`config.mk`:
```
export PLATFORM = sky130hd
export DESIGN_NAME = acd_axis_decoder
export DESIGN_NICKNAME = d
export VERILOG_FILES = /design/src/hdl/acd_pkg.sv /design/src/hdl/acd_axis_decoder.sv
export SDC_FILE = /design/constraint.sdc
export NUM_CORES = 1
export LEC_CHECK = 0
export BUFFER_PORTS_ARGS = -buffer_cell sky130_fd_sc_hd__buf_2
export CAP_MARGIN = 20
export CORE_MARGIN = 5
export CORE_UTILIZATION = 56
export DETAILED_ROUTE_END_ITERATION = 10
export PLACE_DENSITY = 0.94
export SLEW_MARGIN = 20
export SYNTH_ARGS = -nofsm -noshare
export SYNTH_HDL_FRONTEND = slang
export SYNTH_SLANG_ARGS = --single-unit
```
`constraint.sdc`:
```
create_clock -name clk_sys -period 3.85 [get_ports clk_sys]
set_input_delay 0.5775 -clock clk_sys [delete_from_list [all_inputs] [get_ports clk_sys]]
set_output_delay 0.5775 -clock clk_sys [all_outputs]
set_load 0.05 [all_outputs]
```
`src/hdl/acd_pkg.sv`:
```
// Package of constants and types for the axis command word decoder
// Function
// - Slide stop decelerates the axis at the current local or global rate.
// - After slide stop completes set done; in-position follows the band.
// - Slide stop works in both modes, beats setpoints, never flags loop fault.
// - Enhancement set keeps axis still in slide stop; clear still takes setpoints.
// - Immediate stop zeroes analog output and raises output 2 if fault output.
// - Immediate stop holds until a reset request or power cycle.
// - Immediate stop works in both modes and beats every other request.
// - Reset returns the loop to power-up state, beats setpoints and jogs.
// - Reset stops a moving axis first, then sets ready.
// - After reset the axis stays disabled until new parameters; other axis untouched.
// - Reset keeps programmable output configuration unchanged.
// - Integral disable freezes integral term; release resumes from held value.
// - Two-bit readout select picks position, following error or diagnostics.
// - Top two bits of a control word identify which word it is; the code checks them (01) on control word one only.
// - Low seven bits of control word two give the next target number.
// - Target zero or the present target leaves motion unchanged.
// - Target opposite to travel stops at current rate before reversing.
// - A new target waits for a hardware or software start.
// - Targets one to twelve use the setpoint block, thirteen the command block.
// - Setpoint 13 words keep the same format as setpoint block entries.
// - Rising start bit launches the move named in control word two.
package acd_pkg;

    // ------------------------------------------------------------
    // Register map
    // ------------------------------------------------------------
    localparam logic [7:0] ADR_CMD1 = 8'h00;
    localparam logic [7:0] ADR_CMD2 = 8'h04;
    localparam logic [7:0] ADR_SP13 = 8'h08;
    localparam logic [7:0] ADR_CFG  = 8'h1C;
    localparam logic [7:0] ADR_STAT = 8'h20;
    localparam logic [7:0] ADR_RD3  = 8'h24;
    localparam logic [7:0] ADR_RD4  = 8'h28;
    localparam int         SP13_WORDS = 5;

    // ------------------------------------------------------------
    // Field layouts
    // ------------------------------------------------------------
    localparam int B_START = 0;
    localparam int B_HWEN  = 1;
    localparam int B_AUTO  = 2;
    localparam int B_INC13 = 3;
    localparam int B_SLIDE = 7;
    localparam int B_ISTOP = 8;
    localparam int B_RESET = 9;
    localparam int B_IDIS  = 10;
    localparam int RSEL_LSB = 12;
    localparam int RSEL_MSB = 13;
    localparam int ID_LSB  = 14;
    localparam int ID_MSB  = 15;
    localparam int TGT_W   = 7;
    localparam logic [15:0] CMD1_MASK = 16'hF7FF;
    localparam logic [15:0] CMD2_MASK = 16'h007F;
    localparam logic [1:0]  CW1_ID    = 2'h1;
    localparam logic [1:0]  RSEL_POS  = 2'h0;
    localparam logic [1:0]  RSEL_FERR = 2'h1;
    localparam logic [6:0]  TGT_NONE  = 7'h00;
    localparam logic [6:0]  TGT_SP13  = 7'h0D;
    localparam int C_ENH   = 0;
    localparam int C_O2FLT = 1;
    localparam int C_O1PRG = 2;
    localparam int C_O2PRG = 3;
    localparam int C_O1VAL = 4;
    localparam int C_O2VAL = 5;
    localparam int C_LOAD  = 8;
    localparam int CFG_W   = 6;
    localparam logic RST_READY = 1'b1;

    // ------------------------------------------------------------
    // Types
    // ------------------------------------------------------------
    typedef enum logic [5:0] {
        ST_DIS   = 6'h01,
        ST_RUN   = 6'h02,
        ST_SLIDE = 6'h04,
        ST_REV   = 6'h08,
        ST_ESTOP = 6'h10,
        ST_RSTW  = 6'h20
    } acd_st_t;

    typedef struct packed {
        logic        cyc;
        logic        stb;
        logic        we;
        logic [7:0]  adr;
        logic [3:0]  sel;
        logic [31:0] dat;
    } acd_wb_req_t;

    typedef struct packed {
        logic        moving;
        logic        inBand;
        logic        forward;
        logic        targetForward;
        logic [31:0] position;
        logic [31:0] followErr;
        logic [31:0] diag;
    } acd_motion_t;

    // Word 0 (offset 0x08) lands in posHi
    typedef struct packed {
        logic [15:0] dec;
        logic [15:0] acc;
        logic [15:0] vel;
        logic [15:0] posLo;
        logic [15:0] posHi;
    } acd_sp_t;

    typedef struct packed {
        logic       axisEnable;
        logic       decelStop;
        logic       analogZero;
        logic       out1;
        logic       out2;
        logic       integralHold;
        logic       launch;
        logic       fromCmdBlock;
        logic       incremental;
        logic [6:0] target;
        logic [6:0] reqTarget;
    } acd_ctrl_t;

    typedef struct packed {
        acd_st_t                       st;
        logic                          ack;
        logic [31:0]                   rdat;
        logic [15:0]                   cmd1;
        logic [15:0]                   cmd2;
        logic [SP13_WORDS-1:0][15:0]   sp13;
        logic [CFG_W-1:0]              cfg;
        logic                          paramValid;
        logic                          prevStart;
        logic                          prevReset;
        logic                          tgtWr;
        logic                          spWr;
        logic [6:0]                    curTarget;
        logic [6:0]                    pendTarget;
        logic                          done;
        logic                          ready;
        logic                          progErr;
        logic                          slideOvr;
        logic [1:0]                    hwSync;
        logic                          hwPrev;
        acd_ctrl_t                     ctrl;
    } acd_regs_t;

endpackage : acd_pkg

```
`src/hdl/acd_axis_decoder.sv`:
```
// Axis command word decoder with classic Wishbone register slave
//
// Chosen here: the register addresses and register access over Wishbone.
`timescale 1ns/1ps
module acd_axis_decoder import acd_pkg::*; (
    input  wire logic        clk_sys,
    input  wire logic        reset,
    input  wire acd_wb_req_t wbReq,
    output logic [31:0]      wbDatR,
    output logic             wbAck,
    input  wire logic        hwStartPin,
    input  wire acd_motion_t motion,
    output acd_ctrl_t        ctrl,
    output acd_sp_t          sp13
);

    // ------------------------------------------------------------
    // State and helpers
    // ------------------------------------------------------------
    acd_regs_t   s;
    acd_regs_t   n;
    logic        req;
    logic        wr;
    logic [15:0] wval;
    logic [31:0] rsrc;
    logic        autoMode;
    logic        slideBit;
    logic [6:0]  tgt;
    logic        swStart;
    logic        hwStart;
    logic        startOk;
    logic        manualErr;
    logic        resetReq;
    logic        tgtOk;
    logic        needRev;

    // Byte-lane merge of a 16-bit register
    function automatic logic [15:0] merge16(
        input logic [15:0] old,
        input logic [31:0] d,
        input logic [3:0]  sel
    );
        logic [15:0] r;
        r = old;
        if (sel[0]) begin
            r[7:0] = d[7:0];
        end
        if (sel[1]) begin
            r[15:8] = d[15:8];
        end
        return r;
    endfunction : merge16

    // Issue a move toward target t
    function automatic acd_regs_t fire(
        input acd_regs_t   r,
        input logic [6:0]  t
    );
        acd_regs_t q;
        q = r;
        q.ctrl.launch       = 1'b1;
        q.ctrl.target       = t;
        q.ctrl.fromCmdBlock = (t == TGT_SP13);
        q.ctrl.incremental  = (t == TGT_SP13) & r.cmd1[B_INC13];
        q.curTarget         = t;
        q.done              = 1'b0;
        q.progErr           = 1'b0;
        q.st                = ST_RUN;
        return q;
    endfunction : fire

    // ------------------------------------------------------------
    // Readout selection
    // ------------------------------------------------------------
    always_comb begin
        case (s.cmd1[RSEL_MSB:RSEL_LSB])
            RSEL_POS: begin
                rsrc = motion.position;
            end
            RSEL_FERR: begin
                rsrc = motion.followErr;
            end
            default: begin
                rsrc = motion.diag;
            end
        endcase
    end

    // ------------------------------------------------------------
    // Next state
    // ------------------------------------------------------------
    always_comb begin
        n = s;
        wval = 16'h0000;
        n.ack = 1'b0;
        n.ctrl.launch = 1'b0;
        n.tgtWr = 1'b0;
        n.spWr = 1'b0;
        n.hwSync = {s.hwSync[0], hwStartPin};
        n.hwPrev = s.hwSync[1];
        n.prevStart = s.cmd1[B_START];
        n.prevReset = s.cmd1[B_RESET];

        // Request decode
        autoMode = s.cmd1[B_AUTO];
        slideBit = s.cmd1[B_SLIDE];
        tgt = s.cmd2[TGT_W-1:0];
        swStart = s.cmd1[B_START]
                & (~s.prevStart
                   | s.tgtWr
                   | (s.spWr & (tgt == TGT_SP13)));
        hwStart = s.hwSync[1] & ~s.hwPrev
                & s.cmd1[B_HWEN] & autoMode
                & (s.cfg[C_ENH] | motion.inBand);
        startOk = (swStart | hwStart) & autoMode;
        manualErr = swStart & ~autoMode;
        resetReq = s.cmd1[B_RESET] & ~s.prevReset;
        tgtOk = (tgt != TGT_NONE) && (tgt != s.curTarget);
        needRev = motion.moving
                & (motion.targetForward != motion.forward);

        // Stop and reset priority
        if (s.cmd1[B_ISTOP]) begin
            n.st = ST_ESTOP;
        end else begin
            case (s.st)
                ST_ESTOP: begin
                    if (s.cmd1[B_RESET]) begin
                        n.st = ST_RSTW;
                        n.ready = 1'b0;
                    end
                end
                ST_RSTW: begin
                    if (!motion.moving) begin
                        n.st = ST_DIS;
                        n.ready = 1'b1;
                        n.paramValid = 1'b0;
                        n.curTarget = TGT_NONE;
                        n.done = 1'b0;
                        n.slideOvr = 1'b0;
                    end
                end
                ST_DIS: begin
                    if (s.paramValid) begin
                        n.st = ST_RUN;
                    end
                end
                ST_RUN: begin
                    if (resetReq) begin
                        n.st = ST_RSTW;
                        n.ready = 1'b0;
                    end else if (slideBit) begin
                        n.st = ST_SLIDE;
                        n.done = 1'b0;
                        n.slideOvr = 1'b0;
                    end else if (manualErr) begin
                        n.progErr = 1'b1;
                    end else if (startOk && tgtOk) begin
                        if (needRev) begin
                            n.st = ST_REV;
                            n.pendTarget = tgt;
                        end else begin
                            n = fire(n, tgt);
                        end
                    end
                end
                ST_SLIDE: begin
                    if (resetReq) begin
                        n.st = ST_RSTW;
                        n.ready = 1'b0;
                    end else if (!slideBit) begin
                        n.st = ST_RUN;
                        n.slideOvr = 1'b0;
                    end else if (manualErr) begin
                        n.progErr = 1'b1;
                    end else if (startOk && tgtOk && !s.cfg[C_ENH]) begin
                        n.slideOvr = 1'b1;
                        if (needRev) begin
                            n.st = ST_REV;
                            n.pendTarget = tgt;
                        end else begin
                            n = fire(n, tgt);
                            n.st = ST_SLIDE;
                        end
                    end else if (!s.slideOvr && !motion.moving) begin
                        n.done = 1'b1;
                    end
                end
                ST_REV: begin
                    if (resetReq) begin
                        n.st = ST_RSTW;
                        n.ready = 1'b0;
                    end else if (slideBit && !s.slideOvr) begin
                        n.st = ST_SLIDE;
                        n.done = 1'b0;
                    end else if (!motion.moving) begin
                        n = fire(n, s.pendTarget);
                        if (s.slideOvr) begin
                            n.st = ST_SLIDE;
                        end
                    end
                end
                default: begin
                    n.st = ST_DIS;
                end
            endcase
        end

        // Bus slave, after control so error flags set win
        req = wbReq.cyc & wbReq.stb & ~s.ack;
        wr = req & wbReq.we;
        if (req) begin
            n.ack = 1'b1;
            case (wbReq.adr)
                ADR_CFG: begin
                    n.rdat = {{(32-CFG_W){1'b0}}, s.cfg};
                end
                ADR_STAT: begin
                    n.rdat = {10'h000, s.st, 1'b0, s.curTarget,
                              s.paramValid, motion.moving,
                              s.ctrl.axisEnable, s.st == ST_ESTOP,
                              s.progErr, s.ready,
                              motion.inBand, s.done};
                end
                ADR_RD3: begin
                    n.rdat = {16'h0000, rsrc[31:16]};
                end
                ADR_RD4: begin
                    n.rdat = {16'h0000, rsrc[15:0]};
                end
                default: begin
                    n.rdat = 32'h0000_0000;
                end
            endcase
        end
        if (wr) begin
            case (wbReq.adr)
                ADR_CMD1: begin
                    wval = merge16(s.cmd1, wbReq.dat, wbReq.sel);
                    if (wval[ID_MSB:ID_LSB] == CW1_ID) begin
                        n.cmd1 = wval & CMD1_MASK;
                    end else begin
                        n.progErr = 1'b1;
                    end
                end
                ADR_CMD2: begin
                    wval = merge16(s.cmd2, wbReq.dat, wbReq.sel);
                    n.cmd2 = wval & CMD2_MASK;
                    n.tgtWr = 1'b1;
                end
                ADR_CFG: begin
                    if (wbReq.sel[0]) begin
                        n.cfg = wbReq.dat[CFG_W-1:0];
                    end
                    if (wbReq.sel[1] && wbReq.dat[C_LOAD]) begin
                        n.paramValid = 1'b1;
                    end
                end
                default: begin
                    wval = 16'h0000;
                end
            endcase
            for (int i = 0; i < SP13_WORDS; i++) begin
                if (wbReq.adr == ADR_SP13 + 8'(4 * i)) begin
                    n.sp13[i] = merge16(s.sp13[i], wbReq.dat, wbReq.sel);
                    n.spWr = 1'b1;
                end
            end
        end

        // Outputs toward the loop
        n.ctrl.axisEnable   = (n.st != ST_DIS);
        n.ctrl.decelStop    = (n.st == ST_RSTW)
                            | (n.st == ST_REV)
                            | ((n.st == ST_SLIDE) & ~n.slideOvr);
        n.ctrl.analogZero   = (n.st == ST_ESTOP);
        n.ctrl.out2         = n.cfg[C_O2FLT]
                            ? (n.st == ST_ESTOP)
                            : (n.cfg[C_O2PRG] & n.cfg[C_O2VAL]);
        n.ctrl.out1         = n.cfg[C_O1PRG] & n.cfg[C_O1VAL];
        n.ctrl.integralHold = n.cmd1[B_IDIS];
        n.ctrl.reqTarget    = n.cmd2[TGT_W-1:0];
    end

    // ------------------------------------------------------------
    // State register
    // ------------------------------------------------------------
    always_ff @(posedge clk_sys) begin
        if (reset) begin
            s <= '0;
            s.st <= ST_DIS;
            s.ready <= RST_READY;
        end else begin
            s <= n;
        end
    end

    // ------------------------------------------------------------
    // Port drive
    // ------------------------------------------------------------
    assign wbAck  = s.ack;
    assign wbDatR = s.rdat;
    assign ctrl   = s.ctrl;
    assign sp13   = acd_sp_t'(s.sp13);

endmodule : acd_axis_decoder

```
### Yosys cells after proc, flatten, opt, wreduce, memory -nomap -nowiden

Index checks and enable logic that the tools add are counted.

| storage, ports and cells | value |
|---|---|
| output and inout port bits | 136 |
| logic and storage cells | 280 |
| bits of input ports | 150 |
| register bits | 206 |

| cells by class | value |
|---|---|
| bitwise gates (word level) | 32 |
| equal/unequal tests | 69 |
| reductions and logical operators | 22 |
| multiplexer cells | 115 |

Operator list:

| kind | number |
|---|---|
| 206-bit 2-to-1 mux | 7 |
| 171-bit 2-to-1 mux | 3 |
| 151-bit one-hot mux with 3 select lines | 1 |
| 178-bit 2-to-1 mux | 2 |
| 170-bit 2-to-1 mux | 2 |
| 30-bit 2-to-1 mux | 8 |
| 29-bit 2-to-1 mux | 7 |
| 200-bit 2-to-1 mux | 1 |
| 176-bit 2-to-1 mux | 1 |
| 173-bit 2-to-1 mux | 1 |
| 16-bit 2-to-1 mux | 8 |
| 119-bit 2-to-1 mux | 1 |
| 22-bit one-hot mux with 4 select lines | 1 |
| 28-bit 2-to-1 mux | 3 |
| 26-bit one-hot mux with 3 select lines | 1 |
| 3-bit inequality test (second input constant) | 23 |
| 6-bit 2-to-1 mux | 11 |
| 32-bit one-hot mux with 2 select lines | 1 |
| 27-bit 2-to-1 mux | 2 |
| 26-bit 2-to-1 mux | 2 |
| 7-bit 2-to-1 mux | 6 |
| 8-bit 2-to-1 mux | 5 |
| 6-bit one-hot mux with 6 select lines | 1 |
| 33-bit 2-to-1 mux | 1 |
| other kinds (44) | 139 |

### Logic depth before layout (Yosys ltp)

Gate-level depths: netlist of run 1.

| depth | value |
|---|---|
| depth after elaboration | 32 |
| depth in mapped cells | 10 |
| gate-level depth less buffers | 7 |

### Worst setup path before layout of run 1

OpenSTA, ideal clock, no wires.

| timing | value |
|---|---|
| kind | flip-flop to flip-flop |
| start | register s[141] in the netlist's numbering |
| end | register s[37] in the netlist's numbering |
| setup slack | 1.358 ns |
| path buffers | 0 |
| cell stages (with the launch flop) | 8 |
| period minus slack after synthesis | 2.492 ns |
| data required time | 3.730 ns |
| setup time | 0.120 ns |
| arrival time | 2.373 ns |
| cell sequence | dfxtp_1 nor4_4 a32oi_1 a221oi_4 nand2_4 a221oi_4 a31oi_2 o2bb2ai_1 |

| on the way | value |
|---|---|
| cells in the longest elaborated chain, start to end | 10 |
| elaborated cells on any way between the ends | 17 |
| those cells by class | eq/ne (6); bitwise (6); reduce/logical (5) |

Ends and longest elaborated chain:

| element | line | RTL |
|---|---|---|
| start, declared | acd_axis_decoder.sv:20 | `acd_regs_t s;` |
| start signal, assigned | acd_axis_decoder.sv:294 | `s <= n;` |
| 7-bit by 4-bit == test with 1-bit output | acd_axis_decoder.sv:111 | `\| (s.spWr & (tgt == TGT_SP13)));` |
| 1-bit AND | acd_axis_decoder.sv:111 |  |
| 1-bit bitwise OR | acd_axis_decoder.sv:111 |  |
| 1-bit AND | acd_axis_decoder.sv:109 | `& (~s.prevStart` |
| 1-bit bitwise OR | acd_axis_decoder.sv:115 | `startOk = (swStart \| hwStart) & autoMode;` |
| 1-bit AND | acd_axis_decoder.sv:115 |  |
| 1-bit logical AND | acd_axis_decoder.sv:158, acd_axis_decoder.sv:176 |  |
| 1-bit logical AND | acd_axis_decoder.sv:176 | `end else if (startOk && tgtOk && !s.cfg[C_ENH]) begin` |
| 2-bit inequality test (no source line) | - |  |
| 16-bit AND reduction (no source line) * | - |  |

Every way passes the cells marked *; elsewhere a longest branch is shown, timed or not.
A chain may end at the register's enable or synchronous reset.

### Worst setup path in the final report of run 1

| timing | value |
|---|---|
| start | register s[202] in the netlist's numbering |
| end | register s[30] in the netlist's numbering |

| on the way | value |
|---|---|
| cells in the longest elaborated chain, start to end | 3 |
| elaborated cells on any way between the ends | 15 |
| those cells by class | eq/ne (11); mux (1); bitwise (1); reduce/logical (2) |

Ends and longest elaborated chain:

| element | line | RTL |
|---|---|---|
| 6-bit by 2-bit == test with 1-bit output (tied with other cells) | acd_axis_decoder.sv:126 | `case (s.st)` |
| 3-bit inequality test (no source line) (tied with other cells) | - |  |
| 11-bit AND reduction (no source line) | - |  |

Parallel ways exist; a longest one is shown, timed or not.

==> qor.txt, run 1 <==
status -> complete, no violations
FF+latch count, synth -> 175
DRT iter0 DRCs -> 659
startpoint type of the worst setup path -> flop
Post-CTS Repair Setup Buffers -> 0
DRT Wirelength -> 25.0 mm
Crit. End Element -> flop
simple logic cell fraction of the synthesized area -> 17.6%
Async S/R FF share, synth -> 0%
cts hold-fix bufs -> 0
Seq/Total Area, Yosys -> 38.9%
number of inserted diodes -> 0
DP HPWL -> 18.8 mm
cell area after layout -> 10000 sq um
multiplexer area fraction after synthesis -> 14.9%
Switch Pwr -> 965 uW
Final Slew Violations -> 0
CORE AREA -> 15800 sq um
Clock power frac -> 44.8%
Setup violations, final -> 0
Final Hold Fails -> 0
max-capacitance violation count -> 0
Max Fanout on Critical Path -> 11
number of flops mapped to enable cells by yosys -> 0
chip width -> 137 um
placed inst area -> 9420 sq um
drt pass-1 iters -> 5
f_max -> 0.333 GHz
unrepaired setup endpoints after global routing -> false
vias per cell -> 5.61
DRT antenna net count -> 0
initial antenna violation count -> 1
WS Path Type -> flop to flop
cts repair resizes -> 0
Initial Util -> 56.9%
Post-Synth Adder-Cell Area -> 0%
GPL Wtd Cong -> 0.921
# nets final -> 1292
largest net degree at the start of global routing -> 66
Peak VDD IR -> 357 uV
number of global-route vias before repair -> 7397
synthesized area per cell -> 8.61 sq um
CTS buffer count -> 17
most frequent cells in the layout -> 256 x buf_2, 189 x nor2_1, 173 x dfxtp_1, 133 x mux2i_1, 68 x a21oi_1
Cells after Synth -> 1046
headroom to the max-slew limit -> 33.0%
row cnt -> 46
# clock sinks -> 175
placed cell count -> 1339
worst hold path type -> input port to flop
Clock Latency Late Sink -> 430 ps
minimum clock period -> 3000 ps
H-tree depth -> 4
internal power -> 2850 uW
Synth-to-Final Area Change -> 11.1%
Ports -> 286
skew final -> 9.58 ps
setup TNS -> 0 ps
gr usage total -> 26.4%
sequential share of power -> 47.9%
combinational power share -> 7.3%
ys flop type -> dfxtp_1
clock transition at the registers of the reported paths -> 70 ps
Residual DRC -> 0
non-filler instance count after layout -> 1371
slew at the pin closest to its max-slew limit -> 1000 ps
Longest Clk Path Bufs -> 2
TritonCTS clock tree -> built
first-pass GRT wire length -> 39.0 mm
remaining global-route overflow -> 0
Pwr Density -> 381 nW/um^2
YS warnings -> 0
Die ar. -> 18700 sq um
Critical Path AT -> 3330 ps
fillcell total -> 1327
Switching Fraction -> 25.3%
DR WL/cell -> 18.2 um
post-synthesis compound-gate area fraction -> 13.4%
LEAKAGE -> 0.00459 uW
PortBufs -> 257
CTS root buffer -> clkbuf_16
commonest non-fill, non-tap cell in the layout -> buf_2
Cell Area, Synth -> 9010 sq um
XOR/XNOR Fraction of Synth Area -> 0.972%
main combinational cell family by area after synthesis -> simple AND/OR/NAND/NOR gates
Vias -> 7687
final critical-path share of the clock period -> 78.0%
Critical Path RT -> 4170 ps
die height -> 137 um
layout cells sized above 1 -> 27.3%
library cells used by synthesis -> 64
Yosys cell counts, drive strengths merged, types with 8 or more instances:
cell type | instances | area [sq um]
o21ai | 15 | 75.1
and3 | 8 | 50.1
xor2 | 10 | 87.6
nor2b | 12 | 75.1
nor2 | 190 | 716
mux2i | 133 | 1330
buf | 141 | 1040
nor3 | 24 | 125
a21oi | 68 | 340
o22ai | 18 | 113
clkbuf | 54 | 203
nand3 | 26 | 130
inv | 11 | 41.3
a22oi | 12 | 90.1
a211oi | 21 | 158
dfxtp | 175 | 3500
nand2 | 34 | 138
kinds of logic (layout without fill, tap and decap cells):
logic type,count (synthesis),count (layout)
buf+inv,206,306
simple gates,340,340
flops,175,175
other cells,1,10
mux,134,134
xor+xnor,10,10
compound gates,180,180
state kept, by name, summed over array words and instances (netlist names):
register	count
ctrl	15
wbAck	1
sp13	80
s	56
autoMode	1
wbDatR	22
worst paths after layout:
| kind | startpoint | end | slack, ps | depth (start not counted) |
|---|---|---|---|---|
| max | s[202] | s[30] | 850 | 7 |
| min | hwStartPin | s[24] | 360 | 2 |
| max reg2reg | s[202] | s[30] | 850 | 7 |
| min reg2reg | wbDatR[18] | wbDatR[18] | 450 | 2 |
power groups by stage:
stage / Clock, uW / Sequential (uW) / Combinational (uW)
after global placement: 0 / 1870 / 269
after global routing: 1830 / 1830 / 300
final: 1710 / 1830 / 277
after CTS: 1740 / 1830 / 275
after floorplan: 0 / 1870 / 176
after detailed placement: 0 / 1870 / 274
critical path, stage by stage, from the launching register on:
cell and delay [ps]:
dfxtp_1 580, or4b_4 560, nor2_2 400, a21oi_1 150, or4_1 420, nor3_1 250, o22ai_1 230, a22o_1 300
final cells by class:
class,instances,area (sq um),area share (%)
clock inverter,14,146,1.46
inverter,11,41.3,0.413
timing repair buffer,263,1350,13.5
sequential,175,3510,35.0
clock buffer,18,439,4.39
multi-input combinational,674,4260,42.5
tap,216,270,2.70
routing by layer:
| layer | part of all wire [%] | vias up | track usage [%] |
|---|---|---|---|
| li1 | - | 3690 | - |
| met2 | 48 | 356 | 43.8 |
| met4 | 2.8 | 2 | 9.59 |
| met3 | 9.3 | 55 | 7.79 |
| met1 | 40 | 3584 | 32.7 |
| met5 | 0.052 | - | 0 |
through the flow:
stage	hold WS (ps)	setup slack [ps]	total power [uW]	util (%)
5_1_grt	359	689	3960	63.2
2_1_floorplan	414	1360	2040	-
3_5_place_dp	444	910	2140	59.5
3_3_place_gp	435	942	2140	59.5
6_report	355	848	3810	63.2
4_1_cts	337	890	3840	63.2
Power figures use the tool's default switching activity.
==> inputs of run 2 (changes only) <==
--- a/config.mk
+++ b/config.mk
@@ -8,9 +8,9 @@
 export BUFFER_PORTS_ARGS = -buffer_cell sky130_fd_sc_hd__buf_2
 export CAP_MARGIN = 20
 export CORE_MARGIN = 5
-export CORE_UTILIZATION = 56
+export CORE_UTILIZATION = 52
 export DETAILED_ROUTE_END_ITERATION = 10
-export PLACE_DENSITY = 0.94
+export PLACE_DENSITY = 0.88
 export SLEW_MARGIN = 20
 export SYNTH_ARGS = -nofsm -noshare
 export SYNTH_HDL_FRONTEND = slang
==> constraint.sdc (replaced) <==
create_clock -name clk_sys -period 3 [get_ports clk_sys]
set_input_delay 0.45 -clock clk_sys [delete_from_list [all_inputs] [get_ports clk_sys]]
set_output_delay 0.45 -clock clk_sys [all_outputs]
set_load 0.05 [all_outputs]
==> qor.txt, run 2 (same netlist as run 1, synthesis figures left out) <==
Setup violations, final -> 0 (unchanged)
power consumption -> 4880 uW (+28%)
Die ar. -> 20100 sq um (+7.1%)
Longest Clk Path Bufs -> 2 (unchanged)
row cnt -> 48 (+4.3%)
Multi-input gate area -> 4260 sq um (unchanged)
die height -> 142 um (+3.5%)
DRT iter0 DRCs -> 566 (-14%)
# nets final -> 1316 (+1.9%)
Critical Path AT -> 3020 ps (-310 ps)
number of inserted diodes -> 0 (unchanged)
# clock sinks -> 175 (unchanged)
WS Path Type -> flop to flop
max incr delay on CP -> 510 ps (-70 ps)
DR WL/cell -> 17.8 um (-2.2%)
Critical Path RT -> 3340 ps (-830 ps)
Pwr Density -> 479 nW/um^2 (+26%)
CTS root buffer -> clkbuf_16
status -> complete, no violations
CORE AREA -> 17200 sq um (+8.5%)
R2R Path Start -> s[141]
remaining global-route overflow -> 0 (unchanged)
skew final -> 10.1 ps (+0.535 ps)
commonest non-fill, non-tap cell in the layout -> buf_2
chip width -> 142 um (+3.5%)
GPL Wtd Cong -> 0.909 (-1.2%)
CTS buffer count -> 17 (unchanged)
worst hold path type -> input port to flop
final critical-path share of the clock period -> 89.1% (+11 points)
largest net degree at the start of global routing -> 70 (+6.1%)
Hold Path Origin -> hwStartPin
Synth-to-Final Area Change -> 13.1%
startpoint type of the worst setup path -> flop
first-pass GRT wire length -> 39.4 mm (+1.1%)
Top delay family on crit path -> compound AO/OA/AOI/OAI gates
layout cells sized above 1 -> 28.8% (+1.5 points)
Largest register FFs -> 80 (unchanged)
Initial Util -> 52.4% (-4.5 points)
Ports -> 286 (unchanged)
initial antenna violation count -> 0 (-1)
headroom to the max-slew limit -> 50.4% (+17 points)
TritonCTS clock tree -> built
Final Slew Violations -> 0 (unchanged)
DRT Wirelength -> 25.0 mm (+0.15%)
vias per cell -> 5.47 (-2.5%)
LEAKAGE -> 0.00471 uW (+2.6%)
H-tree depth -> 4 (unchanged)
Crit. End Element -> flop
setup TNS -> 0 ps (unchanged)
register area -> 3510 sq um (unchanged)
Peak VDD IR -> 374 uV (+4.7%)
drt pass-1 iters -> 6 (+1)
DRT antenna net count -> 0 (unchanged)
Max Fanout on Critical Path -> 7 (-4)
Worst Setup SP -> s[141]
crit path buf inv count -> 0 (unchanged)
f_max -> 0.374 GHz (+12%)
critical-path cell list -> nor4_4 > a32oi_1 > a221oi_4 > nand3_1 > nor2_1 > a22oi_1 > a211oi_1
DP HPWL -> 18.9 mm (+0.65%)
PortBufs -> 257 (unchanged)
most frequent cells in the layout -> 256 x buf_2, 189 x nor2_1, 173 x dfxtp_1, 133 x mux2i_1, 68 x a21oi_1
Vias -> 7673 (-0.18%)
Clock Latency Late Sink -> 430 ps (about the same)
clock transition at the registers of the reported paths -> 70 ps (about the same)
Final Hold Fails -> 0 (unchanged)
max-capacitance violation count -> 0 (unchanged)
number of global-route vias before repair -> 7541 (+1.9%)
minimum clock period -> 2670 ps (-329 ps)
gr usage total -> 24.5% (-1.9 points)
unrepaired setup endpoints after global routing -> false
Residual DRC -> 0 (unchanged)
critical path's slowest cell -> a221oi_4
fillcell total -> 1532 (+15%)
slew at the pin closest to its max-slew limit -> 742 ps (-262 ps)
## run 2: metal layers
layer	GRT usage, %	part of all wire [%]
met1	30.4	42
met2	41.4	48
met3	7.38	8.3
met4	6.87	2.0
met5	0	0
## run 2: per-stage QoR
| step | area [sq um] | std cells | setup slack [ps] | hold slack (ps) | utilization (%) |
|---|---|---|---|---|---|
| 3_5_place_dp | 9580 | 1370 | 194 | 433 | 55.8 |
| 4_1_cts | 10200 | 1402 | 187 | 209 | 59.2 |
| 5_1_grt | 10200 | 1404 | 149 | 242 | 59.3 |
| 2_1_floorplan | 9040 | 1055 | 508 | 414 | - |
| 3_3_place_gp | 9580 | 1370 | 275 | 423 | 55.8 |
| 6_report | 10200 | 1404 | 327 | 228 | 59.3 |
## run 2: final cells by class
| cell class | instances | share of cell area [%] |
|---|---|---|
| repair buffers | 287 | 14.9 |
| flip-flops and latches | 175 | 34.4 |
| multi-input cells | 674 | 41.8 |
| clock inverters | 15 | 1.62 |
| well taps | 225 | 2.76 |
| clock buffers | 17 | 4.17 |
| inverters | 11 | 0.405 |
## run 2: final timing paths
kind / endpoint / slack (ps) / depth (start not counted)
setup / recovery: ctrl[13] / 330 / 7
hold / removal: s[24] / 230 / 2
setup reg to reg: ctrl[13] / 330 / 7
hold reg to reg: s[25] / 450 / 1
## run 2: what timing repair did
| action | in CTS | in global routing |
|---|---|---|
| setup buffers | 0 | 2 |
| hold buffers | 0 | 0 |
| gates resized for setup | 0 | 0 |
| setup endpoints to repair | 0 | 7 |
## run 2: report_power, final
| group | leakage (uW) | switching (uW) | internal [uW] |
|---|---|---|---|
| sequential | 0.00141 | 7.61 | 2340 |
| combinational | 0.00301 | 238 | 116 |
| clock | 0.000287 | 1060 | 1120 |
==> inputs of run 3 (changes only) <==
--- a/config.mk
+++ b/config.mk
@@ -10,6 +10,7 @@
 export CORE_MARGIN = 5
 export CORE_UTILIZATION = 52
 export DETAILED_ROUTE_END_ITERATION = 10
+export HOLD_SLACK_MARGIN = 0.03
 export PLACE_DENSITY = 0.88
 export SLEW_MARGIN = 20
 export SYNTH_ARGS = -nofsm -noshare
==> constraint.sdc (replaced) <==
create_clock -name clk_sys -period 3 [get_ports clk_sys]
set_input_delay 0.15 -clock clk_sys [delete_from_list [all_inputs] [get_ports clk_sys]]
set_output_delay 0.15 -clock clk_sys [all_outputs]
set_load 0.05 [all_outputs]
==> qor.txt, run 3 (same netlist as run 1, synthesis figures left out) <==
status -> complete, no violations
skew final -> 10.1 ps (-0.00970 ps)
Pwr Density -> 486 nW/um^2 (+1.4%)
worst r2r path cells -> 7 (unchanged)
Worst Setup SP -> s[202]
Longest Clk Path Bufs -> 2 (unchanged)
Ports -> 286 (unchanged)
Synth-to-Final Area Change -> 13.0% (about the same)
Residual DRC -> 0 (unchanged)
PortBufs -> 257 (unchanged)
R2R Path Start -> s[202]
startpoint type of the worst setup path -> flop
DRT iter0 DRCs -> 469 (-17%)
Final Slew Violations -> 0 (unchanged)
power consumption -> 4940 uW (+1.3%)
number of global-route vias before repair -> 7198 (-4.5%)
gr usage total -> 24.0% (-0.47 points)
H-tree depth -> 4 (unchanged)
DR WL/cell -> 17.7 um (-0.61%)
max-capacitance violation count -> 0 (unchanged)
slew at the pin closest to its max-slew limit -> 720 ps (-21.7 ps)
number of inserted diodes -> 0 (unchanged)
Crit. End Element -> flop
clock transition at the registers of the reported paths -> 70 ps (about the same)
R2R Setup Slk -> 310 ps (-20 ps)
Largest register FFs -> 80 (unchanged)
final critical-path share of the clock period -> 89.8% (+0.67 points)
# clock sinks -> 175 (unchanged)
vias per cell -> 5.46 (about the same)
initial antenna violation count -> 0 (unchanged)
WS Path Type -> flop to flop
Max Fanout on Critical Path -> 8 (+1)
GPL Wtd Cong -> 0.909 (about the same)
Critical Path End -> s[32]
DP HPWL -> 18.7 mm (-1.4%)
Critical Path RT -> 3320 ps (-20 ps)
remaining global-route overflow -> 0 (unchanged)
CTS buffer count -> 17 (unchanged)
first-pass GRT wire length -> 38.6 mm (-2.1%)
headroom to the max-slew limit -> 51.3% (+0.92 points)
largest net degree at the start of global routing -> 69 (-1.4%)
Final Hold Fails -> 0 (unchanged)
CORE AREA -> 17200 sq um (unchanged)
LEAKAGE -> 0.00470 uW (-0.27%)
unrepaired setup endpoints after global routing -> false
most frequent cells in the layout -> 256 x buf_2, 189 x nor2_1, 173 x dfxtp_1, 133 x mux2i_1, 68 x a21oi_1
Initial Util -> 52.4% (unchanged)
setup TNS -> 0 ps (unchanged)
TritonCTS clock tree -> built
layout cells sized above 1 -> 28.4% (-0.39 points)
drt pass-1 iters -> 5 (-1)
chip width -> 142 um (unchanged)
DRT antenna net count -> 0 (unchanged)
f_max -> 0.371 GHz (-0.75%)
die height -> 142 um (unchanged)
Clock Latency Late Sink -> 430 ps (about the same)
worst hold path type -> input port to flop
row cnt -> 48 (unchanged)
Die ar. -> 20100 sq um (unchanged)
# nets final -> 1311 (-0.38%)
commonest non-fill, non-tap cell in the layout -> buf_2
Setup violations, final -> 0 (unchanged)
DRT Wirelength -> 24.8 mm (-0.96%)
reg2reg end -> s[32]
Peak VDD IR -> 394 uV (+5.4%)
Post-CTS Repair Setup Buffers -> 0 (unchanged)
CTS root buffer -> clkbuf_16
Vias -> 7643 (-0.39%)
Critical Path AT -> 3010 ps (about the same)
minimum clock period -> 2690 ps (+20.2 ps)
## run 3: changes by cell type in the layout (fill, tap and decap cells not counted), sizes merged
| cell | delta |
|---|---|
| clkbuf | +1 |
| bufinv | +1 |
| clkinvlp | -1 |
| clkinv | +4 |
| buf | -6 |
| dlygate4sd3 | +1 |
| inv | -5 |
## run 3: what timing repair did
action,4_1_cts,5_1_grt
endpoints found under the setup margin,0,0
gates resized for setup,0,0
endpoints found under the hold margin,1,0
hold buffers,1,0
## run 3: layout make-up
type | count | area [sq um]
clock buffers | 18 | 439
inverters | 11 | 41.3
fillers | 1509 | 7000
repair buffers | 282 | 1480
multi-input cells | 674 | 4260
clock inverters | 14 | 176
flip-flops and latches | 175 | 3510
well taps | 225 | 282
## run 3: worst max-delay path, stage by stage, from the launching register on
cell and delay, ps:
dfxtp_1 390, or4_4 610, nor3_1 270, a21oi_1 80
or4_1 420, nor3_1 270, o22ai_1 250, a22o_1 310
## run 3: per-stage QoR
step / area, sq um / utilization, % / std cells / setup WS (ps) / hold slack (ps)
floorplan: 9040 / - / 1055 / 508 / 278
global placement: 9550 / 55.6 / 1366 / 423 / 400
detailed placement: 9550 / 55.6 / 1366 / 356 / 397
CTS: 10200 / 59.3 / 1399 / 323 / 37.7
global route: 10200 / 59.3 / 1399 / 117 / 55.1
finish: 10200 / 59.3 / 1399 / 306 / 55.3
## run 3: per-layer routing
metal	global-route usage (%)	vias to the layer above	routed length (um)
met5	0	-	0
met4	5.51	0	316
met3	6.98	24	2100
met2	40.2	306	12000
met1	30.8	3560	10400
li1	-	3753	-
## run 3: worst min-delay path by stage
stage	slack [ps]	from	end	cells past startpoint
after detailed placement	400	hwStartPin	s[24]	2
after CTS	40	wbReq[11]	sp13[27]	3
final	60	wbReq[15]	sp13[15]	3
after floorplan	280	hwStartPin	s[24]	1
after global placement	400	hwStartPin	s[24]	2
after global routing	60	wbReq[13]	sp13[13]	3
## run 3: report_power, final
part           switching, uW  internal, uW
combinational            236           116
sequential              7.25          2340
clock                   1030          1220
total                   1270          3670
